## config.mk

```make
export PLATFORM = sky130hd
export DESIGN_NAME = lcd_instr_decoder
export DESIGN_NICKNAME = d
export VERILOG_FILES = /design/src/rtl/lcd_pkg.sv /design/src/rtl/lcd_instr_decoder.sv
export VERILOG_INCLUDE_DIRS = /design/src /design/src/rtl
export SDC_FILE = /design/constraint.sdc
export NUM_CORES = 2
export LEC_CHECK = 0
export ABC_CLOCK_PERIOD_IN_PS = 21500
export BUFFER_PORTS_ARGS = -buffer_cell sky130_fd_sc_hd__buf_2
export CAP_MARGIN = 15
export CELL_PAD_IN_SITES_DETAIL_PLACEMENT = 1
export CELL_PAD_IN_SITES_GLOBAL_PLACEMENT = 2
export CORE_ASPECT_RATIO = 1.25
export CORE_UTILIZATION = 46
export CTS_BUF_LIST = sky130_fd_sc_hd__clkbuf_4 sky130_fd_sc_hd__clkbuf_8 sky130_fd_sc_hd__clkbuf_16
export CTS_CLUSTER_SIZE = 30
export DETAILED_ROUTE_END_ITERATION = 7
export PLACE_DENSITY_LB_ADDON = 0.08
export SETUP_SLACK_MARGIN = 0.3
export SLEW_MARGIN = 15
export SYNTH_ARGS = -nofsm -noshare
export SYNTH_HDL_FRONTEND = slang
export SYNTH_SLANG_ARGS = --single-unit
```

## constraint.sdc

```tcl
create_clock -name aclk -period 21.5 [get_ports aclk]
set_input_delay 4.3 -clock aclk [delete_from_list [all_inputs] [get_ports aclk]]
set_output_delay 4.3 -clock aclk [all_outputs]
set_load 0.03 [all_outputs]
```

## src/rtl/lcd_defs.svh

```systemverilog
`ifndef LCD_DEFS_SVH
`define LCD_DEFS_SVH

// clock and execution timing
`define LCD_CLK_MHZ 250
`define LCD_T_SHORT_NS 26300
`define LCD_T_LONG_NS 1080000
`define LCD_T_BLINK_MS 400
`define LCD_BUSY_W 20
`define LCD_BLINK_W 27

// bus map (byte addresses within the slave window)
`define LCD_OFF_CMD 4'h0
`define LCD_OFF_DATA 4'h4
`define LCD_RESP_OKAY 2'h0
`define LCD_RESP_SLVERR 2'h2

// text memory layout
`define LCD_SPACE_CODE 8'h20
`define LCD_ADDR_HOME 7'h00
`define LCD_LINE1_END 7'h27
`define LCD_LINE2_BEG 7'h40
`define LCD_LINE2_END 7'h67
`define LCD_ONE_LINE_END 7'h4F
`define LCD_FILL_LAST 7'h7F
`define LCD_SHIFT_LAST 6'h27

// opcodes
`define LCD_OP_CLEAR 8'h01

// reset values
`define LCD_RST_BUS8 1'h1
`define LCD_RST_INC 1'h1

`endif

```

## src/rtl/lcd_pkg.sv

```systemverilog
`default_nettype none
package lcd_pkg;

    // memory that data accesses are aimed at
    typedef enum logic [2:0] {
        LCD_MEM_TEXT = 3'b001,
        LCD_MEM_GLYPH = 3'b010,
        LCD_MEM_SYMBOL = 3'b100
    } lcd_mem_e;

    // display-facing view of the controller settings
    typedef struct packed {
        logic display_on;
        logic cursor_on;
        logic blink_on;
        logic cursor_all_dots;
        logic two_line;
        logic font_tall;
        logic table_ext;
        logic bus8;
        logic [5:0] shift_off;
        logic [6:0] addr;
        lcd_mem_e sel;
    } lcd_view_s;

    // register state of the decoder apart from the text, glyph and symbol memories
    typedef struct packed {
        logic [19:0] busy_cnt;
        logic filling;
        logic [6:0] fill_idx;
        logic [6:0] addr;
        lcd_mem_e sel;
        logic inc;
        logic shift_on_write;
        logic display_on;
        logic cursor_on;
        logic blink_on;
        logic bus8;
        logic two_line;
        logic tall;
        logic table_ext;
        logic [5:0] shift_off;
        logic nib_phase;
        logic [3:0] nib_hi;
        logic [7:0] read_buf;
        logic [26:0] blink_cnt;
        logic blink_phase;
        logic bvalid;
        logic [1:0] bresp;
        logic rvalid;
        logic [1:0] rresp;
        logic [7:0] rdata;
    } lcd_state_s;

endpackage : lcd_pkg
`default_nettype wire

```

## src/rtl/lcd_instr_decoder.sv

```systemverilog
// Local design decisions: the AXI4-Lite interface to the registers and the register addresses.
`include "lcd_defs.svh"
`default_nettype none
module lcd_instr_decoder #(
    parameter int unsigned ADDR_W = 4,
    parameter int unsigned SHORT_CYCLES =
        `LCD_T_SHORT_NS * `LCD_CLK_MHZ / 1000,
    parameter int unsigned LONG_CYCLES =
        `LCD_T_LONG_NS * `LCD_CLK_MHZ / 1000,
    parameter int unsigned BLINK_CYCLES =
        `LCD_T_BLINK_MS * `LCD_CLK_MHZ * 1000
) (
    // clock and reset
    input wire logic aclk,
    input wire logic aresetn,
    // strap
    input wire logic extended_set_pin,
    // axi4-lite write
    input wire logic [31:0] awaddr,
    input wire logic [2:0] awprot,
    input wire logic awvalid,
    output logic awready,
    input wire logic [31:0] wdata,
    input wire logic [3:0] wstrb,
    input wire logic wvalid,
    output logic wready,
    output logic [1:0] bresp,
    output logic bvalid,
    input wire logic bready,
    // axi4-lite read
    input wire logic [31:0] araddr,
    input wire logic [2:0] arprot,
    input wire logic arvalid,
    output logic arready,
    output logic [31:0] rdata,
    output logic [1:0] rresp,
    output logic rvalid,
    input wire logic rready,
    // display side
    output logic busy_indicator,
    output lcd_pkg::lcd_view_s view
);

    localparam logic [19:0] SHORT_LOAD = 20'(SHORT_CYCLES);
    localparam logic [19:0] LONG_LOAD = 20'(LONG_CYCLES);
    localparam logic [26:0] BLINK_LAST = 27'(BLINK_CYCLES - 1);

    lcd_pkg::lcd_state_s s;
    lcd_pkg::lcd_state_s next_s;
    logic [7:0] text_mem [128];
    logic [7:0] glyph_mem [64];
    logic [7:0] symbol_mem [16];
    logic text_we;
    logic glyph_we;
    logic symbol_we;
    logic [6:0] mem_wa;
    logic [7:0] mem_wd;
    logic busy;
    logic tall_eff;
    logic wr_go;
    logic rd_go;
    logic wr_map;
    logic rd_map;
    logic wr_is_data;
    logic rd_is_data;
    logic exec_cmd;
    logic exec_data;
    logic exec_read;
    logic [7:0] op;
    logic [7:0] rd_byte;
    logic [6:0] stepped;

    // memory read helper; unused enum codes read as zero
    function automatic logic [7:0] mem_rd(lcd_pkg::lcd_mem_e m,
                                          logic [6:0] a);
        unique case (m)
            lcd_pkg::LCD_MEM_TEXT: mem_rd = text_mem[a];
            lcd_pkg::LCD_MEM_GLYPH: mem_rd = glyph_mem[a[5:0]];
            lcd_pkg::LCD_MEM_SYMBOL: mem_rd = symbol_mem[a[3:0]];
            default: mem_rd = 8'h00;
        endcase
    endfunction : mem_rd

    // next pointer value, wrapping inside the valid window of each memory
    function automatic logic [6:0] step_addr(lcd_pkg::lcd_mem_e m,
                                             logic [6:0] a, logic up,
                                             logic two, logic tall);
        logic [6:0] last;
        last = tall ? `LCD_LINE1_END : `LCD_ONE_LINE_END;
        step_addr = a;
        unique case (m)
            lcd_pkg::LCD_MEM_GLYPH:
                step_addr = {1'b0, up ? a[5:0] + 6'h01 : a[5:0] - 6'h01};
            lcd_pkg::LCD_MEM_SYMBOL:
                step_addr = {3'h0, up ? a[3:0] + 4'h1 : a[3:0] - 4'h1};
            lcd_pkg::LCD_MEM_TEXT: begin
                if (two) begin
                    if (up) begin
                        step_addr = (a == `LCD_LINE1_END) ? `LCD_LINE2_BEG :
                                    (a == `LCD_LINE2_END) ? `LCD_ADDR_HOME :
                                    a + 7'h01;
                    end else begin
                        step_addr = (a == `LCD_LINE2_BEG) ? `LCD_LINE1_END :
                                    (a == `LCD_ADDR_HOME) ? `LCD_LINE2_END :
                                    a - 7'h01;
                    end
                end else begin
                    if (up) begin
                        step_addr = (a >= last) ? `LCD_ADDR_HOME : a + 7'h01;
                    end else begin
                        step_addr = (a == `LCD_ADDR_HOME || a > last) ?
                                    last : a - 7'h01;
                    end
                end
            end
            default: step_addr = a;
        endcase
    endfunction : step_addr

    // display offset kept in one line length so every line wraps alike
    function automatic logic [5:0] shift_step(logic [5:0] off, logic left);
        if (left) begin
            shift_step = (off >= `LCD_SHIFT_LAST) ? 6'h00 : off + 6'h01;
        end else begin
            shift_step = (off == 6'h00) ? `LCD_SHIFT_LAST : off - 6'h01;
        end
    endfunction : shift_step

    // clear fill keeps the decoder busy even if the count is shortened
    // busy gates instructions
    assign busy = (s.busy_cnt != 20'h00000) | s.filling;
    // tall with two lines never combined by host
    assign tall_eff = s.tall & ~s.two_line & ~extended_set_pin;
    assign wr_map = (awaddr[ADDR_W-1:0] == `LCD_OFF_CMD) |
                    (awaddr[ADDR_W-1:0] == `LCD_OFF_DATA);
    assign rd_map = (araddr[ADDR_W-1:0] == `LCD_OFF_CMD) |
                    (araddr[ADDR_W-1:0] == `LCD_OFF_DATA);
    assign wr_is_data = (awaddr[ADDR_W-1:0] == `LCD_OFF_DATA);
    assign rd_is_data = (araddr[ADDR_W-1:0] == `LCD_OFF_DATA);
    // a read waits one cycle when a write is taken, so they never collide
    assign wr_go = awvalid & wvalid & ~s.bvalid;
    assign rd_go = arvalid & ~s.rvalid & ~wr_go;
    assign awready = wr_go;
    assign wready = wr_go;
    assign arready = rd_go;

    // next-state logic: bus slave, nibble pairing, decode and execution
    always_comb begin
        next_s = s;
        text_we = 1'b0;
        glyph_we = 1'b0;
        symbol_we = 1'b0;
        mem_wa = s.addr;
        mem_wd = 8'h00;
        exec_cmd = 1'b0;
        exec_data = 1'b0;
        exec_read = 1'b0;
        op = 8'h00;
        rd_byte = 8'h00;
        stepped = step_addr(s.sel, s.addr, s.inc, s.two_line, tall_eff);
        if (s.busy_cnt != 20'h00000) begin
            next_s.busy_cnt = s.busy_cnt - 20'h00001;
        end
        if (s.filling) begin
            text_we = 1'b1;
            mem_wa = s.fill_idx;
            mem_wd = `LCD_SPACE_CODE;
            next_s.fill_idx = s.fill_idx + 7'h01;
            if (s.fill_idx == `LCD_FILL_LAST) begin
                next_s.filling = 1'b0;
            end
        end
        if (s.blink_cnt >= BLINK_LAST) begin
            next_s.blink_cnt = 27'h0000000;
            next_s.blink_phase = ~s.blink_phase;
        end else begin
            next_s.blink_cnt = s.blink_cnt + 27'h0000001;
        end
        if (s.bvalid & bready) begin
            next_s.bvalid = 1'b0;
        end
        if (s.rvalid & rready) begin
            next_s.rvalid = 1'b0;
        end
        // write channel: refused while busy, lane 0 carries the byte
        if (wr_go) begin
            next_s.bvalid = 1'b1;
            next_s.bresp = `LCD_RESP_OKAY;
            if (!wr_map || busy) begin
                next_s.bresp = `LCD_RESP_SLVERR;
            end else if (wstrb[0]) begin
                if (!s.bus8 && !s.nib_phase) begin
                    next_s.nib_hi = wdata[3:0];
                    next_s.nib_phase = 1'b1;
                end else begin
                    op = s.bus8 ? wdata[7:0] : {s.nib_hi, wdata[3:0]};
                    next_s.nib_phase = 1'b0;
                    exec_data = wr_is_data;
                    exec_cmd = ~wr_is_data;
                end
            end
        end
        // read channel: status is always answered, data only when idle
        if (rd_go) begin
            next_s.rvalid = 1'b1;
            next_s.rresp = `LCD_RESP_OKAY;
            next_s.rdata = 8'h00;
            if (!rd_map || (rd_is_data && busy)) begin
                next_s.rresp = `LCD_RESP_SLVERR;
            end else begin
                rd_byte = rd_is_data ? s.read_buf : {busy, s.addr};
                if (s.bus8) begin
                    next_s.rdata = rd_byte;
                    exec_read = rd_is_data;
                end else if (!s.nib_phase) begin
                    next_s.rdata = {4'h0, rd_byte[7:4]};
                    next_s.nib_phase = 1'b1;
                end else begin
                    next_s.rdata = {4'h0, rd_byte[3:0]};
                    next_s.nib_phase = 1'b0;
                    exec_read = rd_is_data;
                end
            end
        end
        if (exec_read) begin
            next_s.addr = stepped;
            next_s.read_buf = mem_rd(s.sel, stepped);
            next_s.busy_cnt = SHORT_LOAD;
        end
        // data write into the selected memory
        if (exec_data) begin
            text_we = (s.sel == lcd_pkg::LCD_MEM_TEXT);
            glyph_we = (s.sel == lcd_pkg::LCD_MEM_GLYPH);
            symbol_we = (s.sel == lcd_pkg::LCD_MEM_SYMBOL);
            mem_wa = s.addr;
            mem_wd = op;
            next_s.addr = stepped;
            next_s.busy_cnt = SHORT_LOAD;
            if (s.shift_on_write && s.sel == lcd_pkg::LCD_MEM_TEXT) begin
                next_s.shift_off = shift_step(s.shift_off, s.inc);
            end
        end
        // instruction decode
        if (exec_cmd) begin
            next_s.busy_cnt = SHORT_LOAD;
            if (op[7]) begin
                next_s.addr = op[6:0];
                next_s.sel = lcd_pkg::LCD_MEM_TEXT;
                next_s.read_buf = text_mem[op[6:0]];
            end else if (op[6]) begin
                if (!s.table_ext) begin
                    next_s.addr = {1'b0, op[5:0]};
                    next_s.sel = lcd_pkg::LCD_MEM_GLYPH;
                    next_s.read_buf = glyph_mem[op[5:0]];
                end else if (op[5:4] == 2'h0) begin
                    next_s.addr = {3'h0, op[3:0]};
                    next_s.sel = lcd_pkg::LCD_MEM_SYMBOL;
                    next_s.read_buf = symbol_mem[op[3:0]];
                end
            end else if (op[5]) begin
                next_s.bus8 = op[4];
                next_s.two_line = op[3];
                next_s.tall = op[2];
                next_s.table_ext = op[0];
            end else if (op[4]) begin
                if (!s.table_ext) begin
                    if (op[3]) begin
                        next_s.shift_off = shift_step(s.shift_off, ~op[2]);
                    end else begin
                        next_s.addr = step_addr(lcd_pkg::LCD_MEM_TEXT,
                                                s.addr, op[2], s.two_line,
                                                tall_eff);
                    end
                end
            end else if (op[3]) begin
                next_s.display_on = op[2];
                next_s.cursor_on = op[1];
                next_s.blink_on = op[0];
            end else if (op[2]) begin
                next_s.inc = op[1];
                next_s.shift_on_write = op[0];
            end else if (op[1]) begin
                next_s.addr = `LCD_ADDR_HOME;
                next_s.shift_off = 6'h00;
                next_s.sel = lcd_pkg::LCD_MEM_TEXT;
                next_s.busy_cnt = LONG_LOAD;
            end else if (op == `LCD_OP_CLEAR) begin
                next_s.filling = 1'b1;
                next_s.fill_idx = 7'h00;
                next_s.addr = `LCD_ADDR_HOME;
                next_s.shift_off = 6'h00;
                next_s.inc = 1'b1;
                next_s.sel = lcd_pkg::LCD_MEM_TEXT;
                next_s.busy_cnt = LONG_LOAD;
            end
        end
    end

    // state register
    always_ff @(posedge aclk) begin
        if (!aresetn) begin
            s <= '0;
            s.sel <= lcd_pkg::LCD_MEM_TEXT;
            s.bus8 <= `LCD_RST_BUS8;
            s.inc <= `LCD_RST_INC;
        end else begin
            s <= next_s;
        end
    end

    // memories carry no reset; contents are undefined until written, and clear fills only the text memory
    always_ff @(posedge aclk) begin
        if (text_we) begin
            text_mem[mem_wa] <= mem_wd;
        end
        if (glyph_we) begin
            glyph_mem[mem_wa[5:0]] <= mem_wd;
        end
        if (symbol_we) begin
            symbol_mem[mem_wa[3:0]] <= mem_wd;
        end
    end

    // outputs
    assign bvalid = s.bvalid;
    assign bresp = s.bresp;
    assign rvalid = s.rvalid;
    assign rresp = s.rresp;
    assign rdata = {24'h000000, s.rdata};
    assign busy_indicator = busy;
    assign view = '{
        display_on: s.display_on,
        cursor_on: s.cursor_on,
        blink_on: s.blink_on,
        cursor_all_dots: s.display_on & s.blink_on & s.blink_phase,
        two_line: s.two_line,
        font_tall: tall_eff,
        table_ext: s.table_ext,
        bus8: s.bus8,
        shift_off: s.shift_off,
        addr: s.addr,
        sel: s.sel
    };
endmodule : lcd_instr_decoder
`default_nettype wire

```

# Yosys cells after proc, flatten, opt, wreduce, memory -nomap -nowiden
# Memory sizes are Yosys's and may differ from the RTL's.
# Cells that the tools add are included.
[word_totals] ff_bits=108 latch_bits=0 ramBits=1664 romBits=0 input_bits=114 out_inout_bits=66 wordCells=234 n_memories=3
[op_classes] n_addsub=11 multipliers=0 div=0 n_lt_le_gt_ge=4 eq_ne=16 shift=0 muxes=120 bitwise_logic=27 reduce_logical=28
[mem_list] memory="text_mem" depth=128 word_bits=8 read_ports=2 rd_ports_with_merged_regs=0 wr=1 line_no="lcd_instr_decoder.sv:50" text="logic [7:0] text_mem [128];"
[mem_list] memory="glyph_mem" depth=64 word_bits=8 read_ports=2 rd_ports_with_merged_regs=0 wr=1 line_no="lcd_instr_decoder.sv:51" text="logic [7:0] glyph_mem [64];"
[mem_list] memory="symbol_mem" depth=16 word_bits=8 read_ports=2 rd_ports_with_merged_regs=0 wr=1 line_no="lcd_instr_decoder.sv:52" text="logic [7:0] symbol_mem [16];"
[op_table] cell="$mux 8" count=18
[op_table] cell="$mux 7" count=20
[op_table] cell="$mux 6" count=16
[op_table] cell="$mux 28" count=3
[op_table] cell="$mux 20" count=3
[op_table] cell="$mux 53" count=1
[op_table] cell="$mux 10" count=5
[op_table] cell="$mux 43" count=1
[op_table] cell="$mux 40" count=1
[op_table] cell="$mux 38" count=1
[op_table] cell="$mux 37" count=1
[op_table] cell="$mux 1" count=33
[op_table] cell="$mux 15" count=2
[op_table] cell="$add 27x1->27 const B" count=1
[op_table] cell="$ge 27x27->1 const B" count=1
[op_table] cell="$pmux 8 s3" count=1
[op_table] cell="$eq 7x7->1 const B" count=3
[op_table] cell="$pmux 7 s3" count=1
[op_table] cell="$reduce_bool 20->1" count=1
[op_table] cell="$sub 20x1->20 const B" count=1
[op_table] cell="$mux 19" count=1
[op_table] cell="$mux 4" count=4
[op_table] cell="$mux 5" count=3
[op_table] cell="$add 7x1->7 const B" count=2
[op_table] cell="37 further kinds" count=82

# Depth between registers and ports, before layout
[logic_depth] ltp_word=21 mapped_depth=22 ltp_nobuf=16

# Worst setup path after synthesis
# Ideal clock, no wire load.
[synth_path] path_type="input port to flip-flop" from="input awaddr[1]" to="memory glyph_mem[0][7] (data pin)" setup_ns=1.744 arrival_time_ns=13.768 t_required_ns=19.756 path_slack_ns=5.988 cell_stages=6 n_path_buf=2 cell_sequence="nor4_1 > nand3_1 > or4_1 > buf_2 > buf_2 > nor3_1"
[synth_via] elab_chain_len=7 elab_cells_between_ends=12 cone_classes="eq/ne (1); mux (7); bitwise (1); reduce/logical (3)"
[synth_rtl] item="start, declared" line_no="lcd_instr_decoder.sv:19" text="input wire logic [31:0] awaddr,"
[synth_rtl] item="$eq 4x3->1 (no source line) / $logic_not 4->1 (equally long branches)"
[synth_rtl] item="$or 1x1->1" line_no="lcd_instr_decoder.sv:134" text="assign wr_map = (awaddr[ADDR_W-1:0] == `LCD_OFF_CMD) |"
[synth_rtl] item="$logic_not 1->1" line_no="lcd_instr_decoder.sv:189" text="if (!wr_map || busy) begin"
[synth_rtl] item="$logic_or 1x1->1" line_no="lcd_instr_decoder.sv:189"
[synth_rtl] item="$mux 8 / $mux 1 (equally long branches)" line_no="lcd_instr_decoder.sv:189"
[synth_rtl] item="$mux 8 / $mux 1 (equally long branches)" line_no="lcd_instr_decoder.sv:186" text="if (wr_go) begin"
[synth_rtl] item="$mux 8 *" line_no="lcd_instr_decoder.sv:231" text="if (exec_data) begin"
[synth_rtl] item="via mem_wd[7]" line_no="lcd_instr_decoder.sv:57" text="logic [7:0] mem_wd;"
[synth_rtl] item="end, declared" line_no="lcd_instr_decoder.sv:51"
# The timed path passes the listed nets; every way through them passes the cells marked *.

# Worst setup path in the final report
[layout_path] from="input extended_set_pin" to="register s[42] in the netlist's numbering"
[layout_via] elab_chain_len=17 elab_cells_between_ends=21 cone_classes="order compare (2); mux (13); bitwise (2); reduce/logical (1); memory (3)"
[layout_rtl] item="start, declared" line_no="lcd_instr_decoder.sv:17" text="input wire logic extended_set_pin,"
[layout_rtl] item="$not 1->1 *" line_no="lcd_instr_decoder.sv:133" text="assign tall_eff = s.tall & ~s.two_line & ~extended_set_pin;"
[layout_rtl] item="$and 1x1->1 *" line_no="lcd_instr_decoder.sv:133"
[layout_rtl] item="$mux 7 (no source line) *"
[layout_rtl] item="$gt 7x7->1" line_no="lcd_instr_decoder.sv:111" text="step_addr = (a == `LCD_ADDR_HOME || a > last) ?"
[layout_rtl] item="$logic_or 1x1->1" line_no="lcd_instr_decoder.sv:111"
[layout_rtl] item="$mux 7" line_no="lcd_instr_decoder.sv:111"
[layout_rtl] item="$mux 7 *" line_no="lcd_instr_decoder.sv:108" text="if (up) begin"
[layout_rtl] item="$mux 7 *" line_no="lcd_instr_decoder.sv:97" text="if (two) begin"
[layout_rtl] item="$pmux 7 s3 *" line_no="lcd_instr_decoder.sv:91" text="unique case (m)"
[layout_rtl] item="$mem_v2 128x8, or another cell as far along"
[layout_rtl] item="$pmux 8 s3 *" line_no="lcd_instr_decoder.sv:76" text="unique case (m)"
[layout_rtl] item="$mux 8 *" line_no="lcd_instr_decoder.sv:225" text="if (exec_read) begin"
[layout_rtl] item="$mux 8" line_no="lcd_instr_decoder.sv:255" text="end else if (op[5:4] == 2'h0) begin"
[layout_rtl] item="$mux 8" line_no="lcd_instr_decoder.sv:251" text="if (!s.table_ext) begin"
[layout_rtl] item="$mux 8" line_no="lcd_instr_decoder.sv:250" text="end else if (op[6]) begin"
[layout_rtl] item="$mux 8" line_no="lcd_instr_decoder.sv:246" text="if (op[7]) begin"
[layout_rtl] item="$mux 8 *" line_no="lcd_instr_decoder.sv:244" text="if (exec_cmd) begin"
[layout_rtl] item="end signal, assigned" line_no="lcd_instr_decoder.sv:307" text="s <= next_s;"
[layout_rtl] item="end, declared" line_no="lcd_instr_decoder.sv:48" text="lcd_pkg::lcd_state_s s;"
# Mark *: on every way between the ends. The rest lies on a longest branch, timed or not.
# A chain may end at the register's enable or synchronous reset.

==> flow_summary.yaml <==
run_status:
  status: "finished, violations left"
  failed_checks: "DRC"
critical_path:
  r2r_slack_ps: 12540
  critPathRequiredTime_ps: 22290
  regToRegStartpoint: "view[19]$_SDFFE_PN0P_"
  critPathMaxStageDelay_ps: 790
  crit_chain: "buf_2 > nor2_1 > nand2_1 > inv_1 > ha_1 > and4b_1 > nand4_1 > a21o_1 > a21oi_4 > buf_4 > or2_4 > buf_12 > buf_12 > buf_4 > mux2i_1 > mux2i_1 > a32oi_1 > o211ai_1 > a2111oi_0 > and4b_1 > o21ai_0"
  reg2reg_depth: 21
  crit_type: "in2reg"
  r2r_end: "s[42]$_SDFF_PN0_"
  cp-start-kind: "primary input"
  end_kind: "flip-flop"
  crit_end: "s[42]$_SDFF_PN0_"
  crit_fanout: 98
  critPathSlowestCell: "a21oi_4"
  arrival_ps: 12600
  crit_start: "extended_set_pin"
routing:
  drt_iter0_markers: 11500
  drt-vias-per-instance: 7.04
  via_count: 78900
  ant_nets: 0
  drt_wl_total_mm: 449
  drc: 4
  wl_per_cell_um: 40.0
  drtPass1Iterations: 8
synth:
  avgSynthCellArea_um2: 10.5
  yosysSeqAreaShare_pct: 58.0
  synth_top_area_share_pct: 55.6
  synth_seq_cells: 1770
  yosysTopAreaCell: "edfxtp_1"
  ys_warn_count: 0
  synthFlopType: "edfxtp_1"
  ys_types: 93
  synthCells: 8574
  synth_area_leaders: "edfxtp_1 (56%), nand2_1 (9.6%), mux2i_1 (6.1%)"
  netlist_area_um2: 89900
  synth-edff-count: 1664
  async_flop_share_pct: 0
power_and_ir_drop:
  ir_worst_vdd_mv: 0.103
  pwr_density_cell_nw_per_um2: 75.0
  leakagePower_uw: 0.0334
sta:
  slew_viol_final: 0
  tightest_slew_ps: 1410
  layout_worst_path_cycle_share_pct: 54.9
  setup_ws_ps: 9690
  fin_worst_skew_ps: 39.1
  fmax_ghz: 0.0847
  rsz0062_at_grt: "false"
  fin_crit_ps: 11810
  setup_viol: 0
  hold_viol_final: 0
  setup_tns_ps: 0
  slew-limit-headroom_pct: 5.61
layout:
  drive_gt1_share_pct: 10.0
  regArea_um2: 52100
  syn_to_final_growth_pct: 10.8
  finalNonFillerCells: 11200
  nets: 8574
  nFillCells: 20800
  multi_input_area_um2: 35100
die:
  start_util_pct: 46.3
  floorplan.die.width_um: 397
  io_pins: 180
  die_y_um: 496
  core-area_um2: 194000
  std_cell_rows: 181
  dieArea_um2: 197000
clocking:
  clock_sinks: 1770
  clock_latency_ps: 940
  cts_setup_buffers: 0
  path_clk_slew_ps: 70
  root_buffer: "clkbuf_16"
  htree_levels: 4
  holdBufCountCts: 0
  cts_buffers: 186
  cts_tree: "done"
  clockBufferDepth: 3
  ctsResizeCount: 0
placement:
  dp_slack_ps: 9100
  gp_congestion: 1.01
  port_buffers: 64
  hpwl_mm: 289
  dp_cells: 10800
grt:
  grt_max_degree: 209
  grt_overflow_total: 0
  grt_pass1_wl_mm: 609
  grt_usage_pct: 44.6
  grt_pass1_vias: 76100
  grt_antenna_before_repair: 65
run:
  max_cap_violations: 0
min_path:
  hold_class: "reg2reg"
[registers in the layout, indices dropped and copies added, names as in the netlist]
register    cells
text_mem     1024
glyph_mem     512
symbol_mem    128
s              72
view           22
rdata           8
bresp           1
bvalid          1
rresp           1
rvalid          1
[power by group]
| group | total [uW] | switching [uW] | leakage [uW] | internal, uW |
|---|---|---|---|---|
| sequential | 3740 | 19.5 | 0.0197 | 3730 |
| combinational | 349 | 265 | 0.0106 | 83.8 |
| clock | 3370 | 1470 | 0.00305 | 1900 |
[cells in the mapped netlist, drive strengths merged, types with 14 or more instances]
library cell  number
a2111oi           25
a211o             14
a211oi            87
a21o              19
a21oi            313
a221oi            28
a22oi             40
a311oi           112
a31oi            131
a32o              15
a32oi             76
and2              16
and3             182
buf              370
clkbuf           312
dfxtp            106
edfxtp          1664
ha                15
inv               32
mux2              31
mux2i            545
mux4              54
nand2           2303
nand2b            16
nand3            796
nand4             83
nor2             456
nor2b             24
nor3              92
nor4              46
o2111ai           20
o211ai            23
o21a              29
o21ai            146
o221ai            33
o22ai             59
o31ai             20
or2               24
or3               21
xnor2             29
xor2              28
[metal layers]
metal / global-route usage, % / share of wire, % / vias to the layer above
met5: 0 / 0.11 / -
met4: 35.9 / 9.1 / 42
li1: - / - / 31400
met2: 66.1 / 44 / 5757
met1: 53.1 / 35 / 40000
met3: 14.6 / 12 / 1700
[metrics by stage]
step                instance area (um2)  hold slack [ps]  utilization (%)  power, uW
floorplan                         90000              431                -       4010
global placement                  93100              440             47.9       4140
detailed placement                93100              454             47.9       4150
CTS                               99400              464             51.1       7450
global route                      99400              493             51.2       7580
finish                            99500              459             51.2       7470
[critical path: cells and delay by family]
family          cells  cell delay, ps
compound gates      6            2910
fa+ha+maj           1             350
buf+inv             6            2390
mux                 2             400
simple gates        6            1810
[layout make-up]
cell class	instances	share of cell area, %
antenna	51	0.128
clock inverter	116	1.16
sequential	1770	52.3
timing repair buffer	339	2.68
multi-input combinational	6114	35.3
clock buffer	231	5.11
inverter	33	0.124
tap	2562	3.22
[layout by cell type (no fill, tap or decap), types with 83 or more instances in the layout]
| master | synthesis | routed |
|---|---|---|
| dfxtp_1 | 106 | 106 |
| nand2_1 | 2303 | 2290 |
| edfxtp_1 | 1664 | 1664 |
| buf_4 | 87 | 253 |
| a31oi_1 | 131 | 131 |
| a21oi_1 | 313 | 311 |
| clkbuf_16 | 0 | 190 |
| and3_1 | 182 | 182 |
| nand3_1 | 796 | 795 |
| a211oi_1 | 86 | 85 |
| nor2_1 | 451 | 411 |
| nand4_1 | 83 | 83 |
| a311oi_1 | 112 | 110 |
| mux2i_1 | 545 | 544 |
| o21ai_0 | 142 | 141 |
[cells by family (layout without fill, tap and decap cells)]
| group | Yosys count | count (layout) | share of synthesized area, % |
|---|---|---|---|
| multiplexers | 630 | 630 | 7.83 |
| buffers and inverters | 715 | 719 | 3.73 |
| AND/OR/NAND/NOR | 4099 | 4099 | 19.8 |
| XOR/XNOR | 57 | 57 | 0.555 |
| adder cells (fa/ha/maj) | 17 | 17 | 0.242 |
| other | 1 | 77 | 0.00417 |
| flip-flops | 1770 | 1770 | 58.0 |
| AO/OA/AOI/OAI | 1285 | 1285 | 9.85 |
[worst min-delay path by stage]
| stage | startpoint | end | slack [ps] | cells after the start |
|---|---|---|---|---|
| finish | s[62]$_SDFFE_PN0P_ | s[62]$_SDFFE_PN0P_ | 460 | 2 |
| global route | s[50]$_SDFFE_PN0P_ | s[50]$_SDFFE_PN0P_ | 490 | 2 |
| CTS | s[62]$_SDFFE_PN0P_ | s[62]$_SDFFE_PN0P_ | 460 | 2 |
| detailed placement | s[62]$_SDFFE_PN0P_ | s[62]$_SDFFE_PN0P_ | 450 | 2 |
| global placement | s[50]$_SDFFE_PN0P_ | s[50]$_SDFFE_PN0P_ | 440 | 2 |
| floorplan | s[50]$_SDFFE_PN0P_ | s[50]$_SDFFE_PN0P_ | 430 | 2 |
Note: power is estimated with default switching activity, not from simulation.
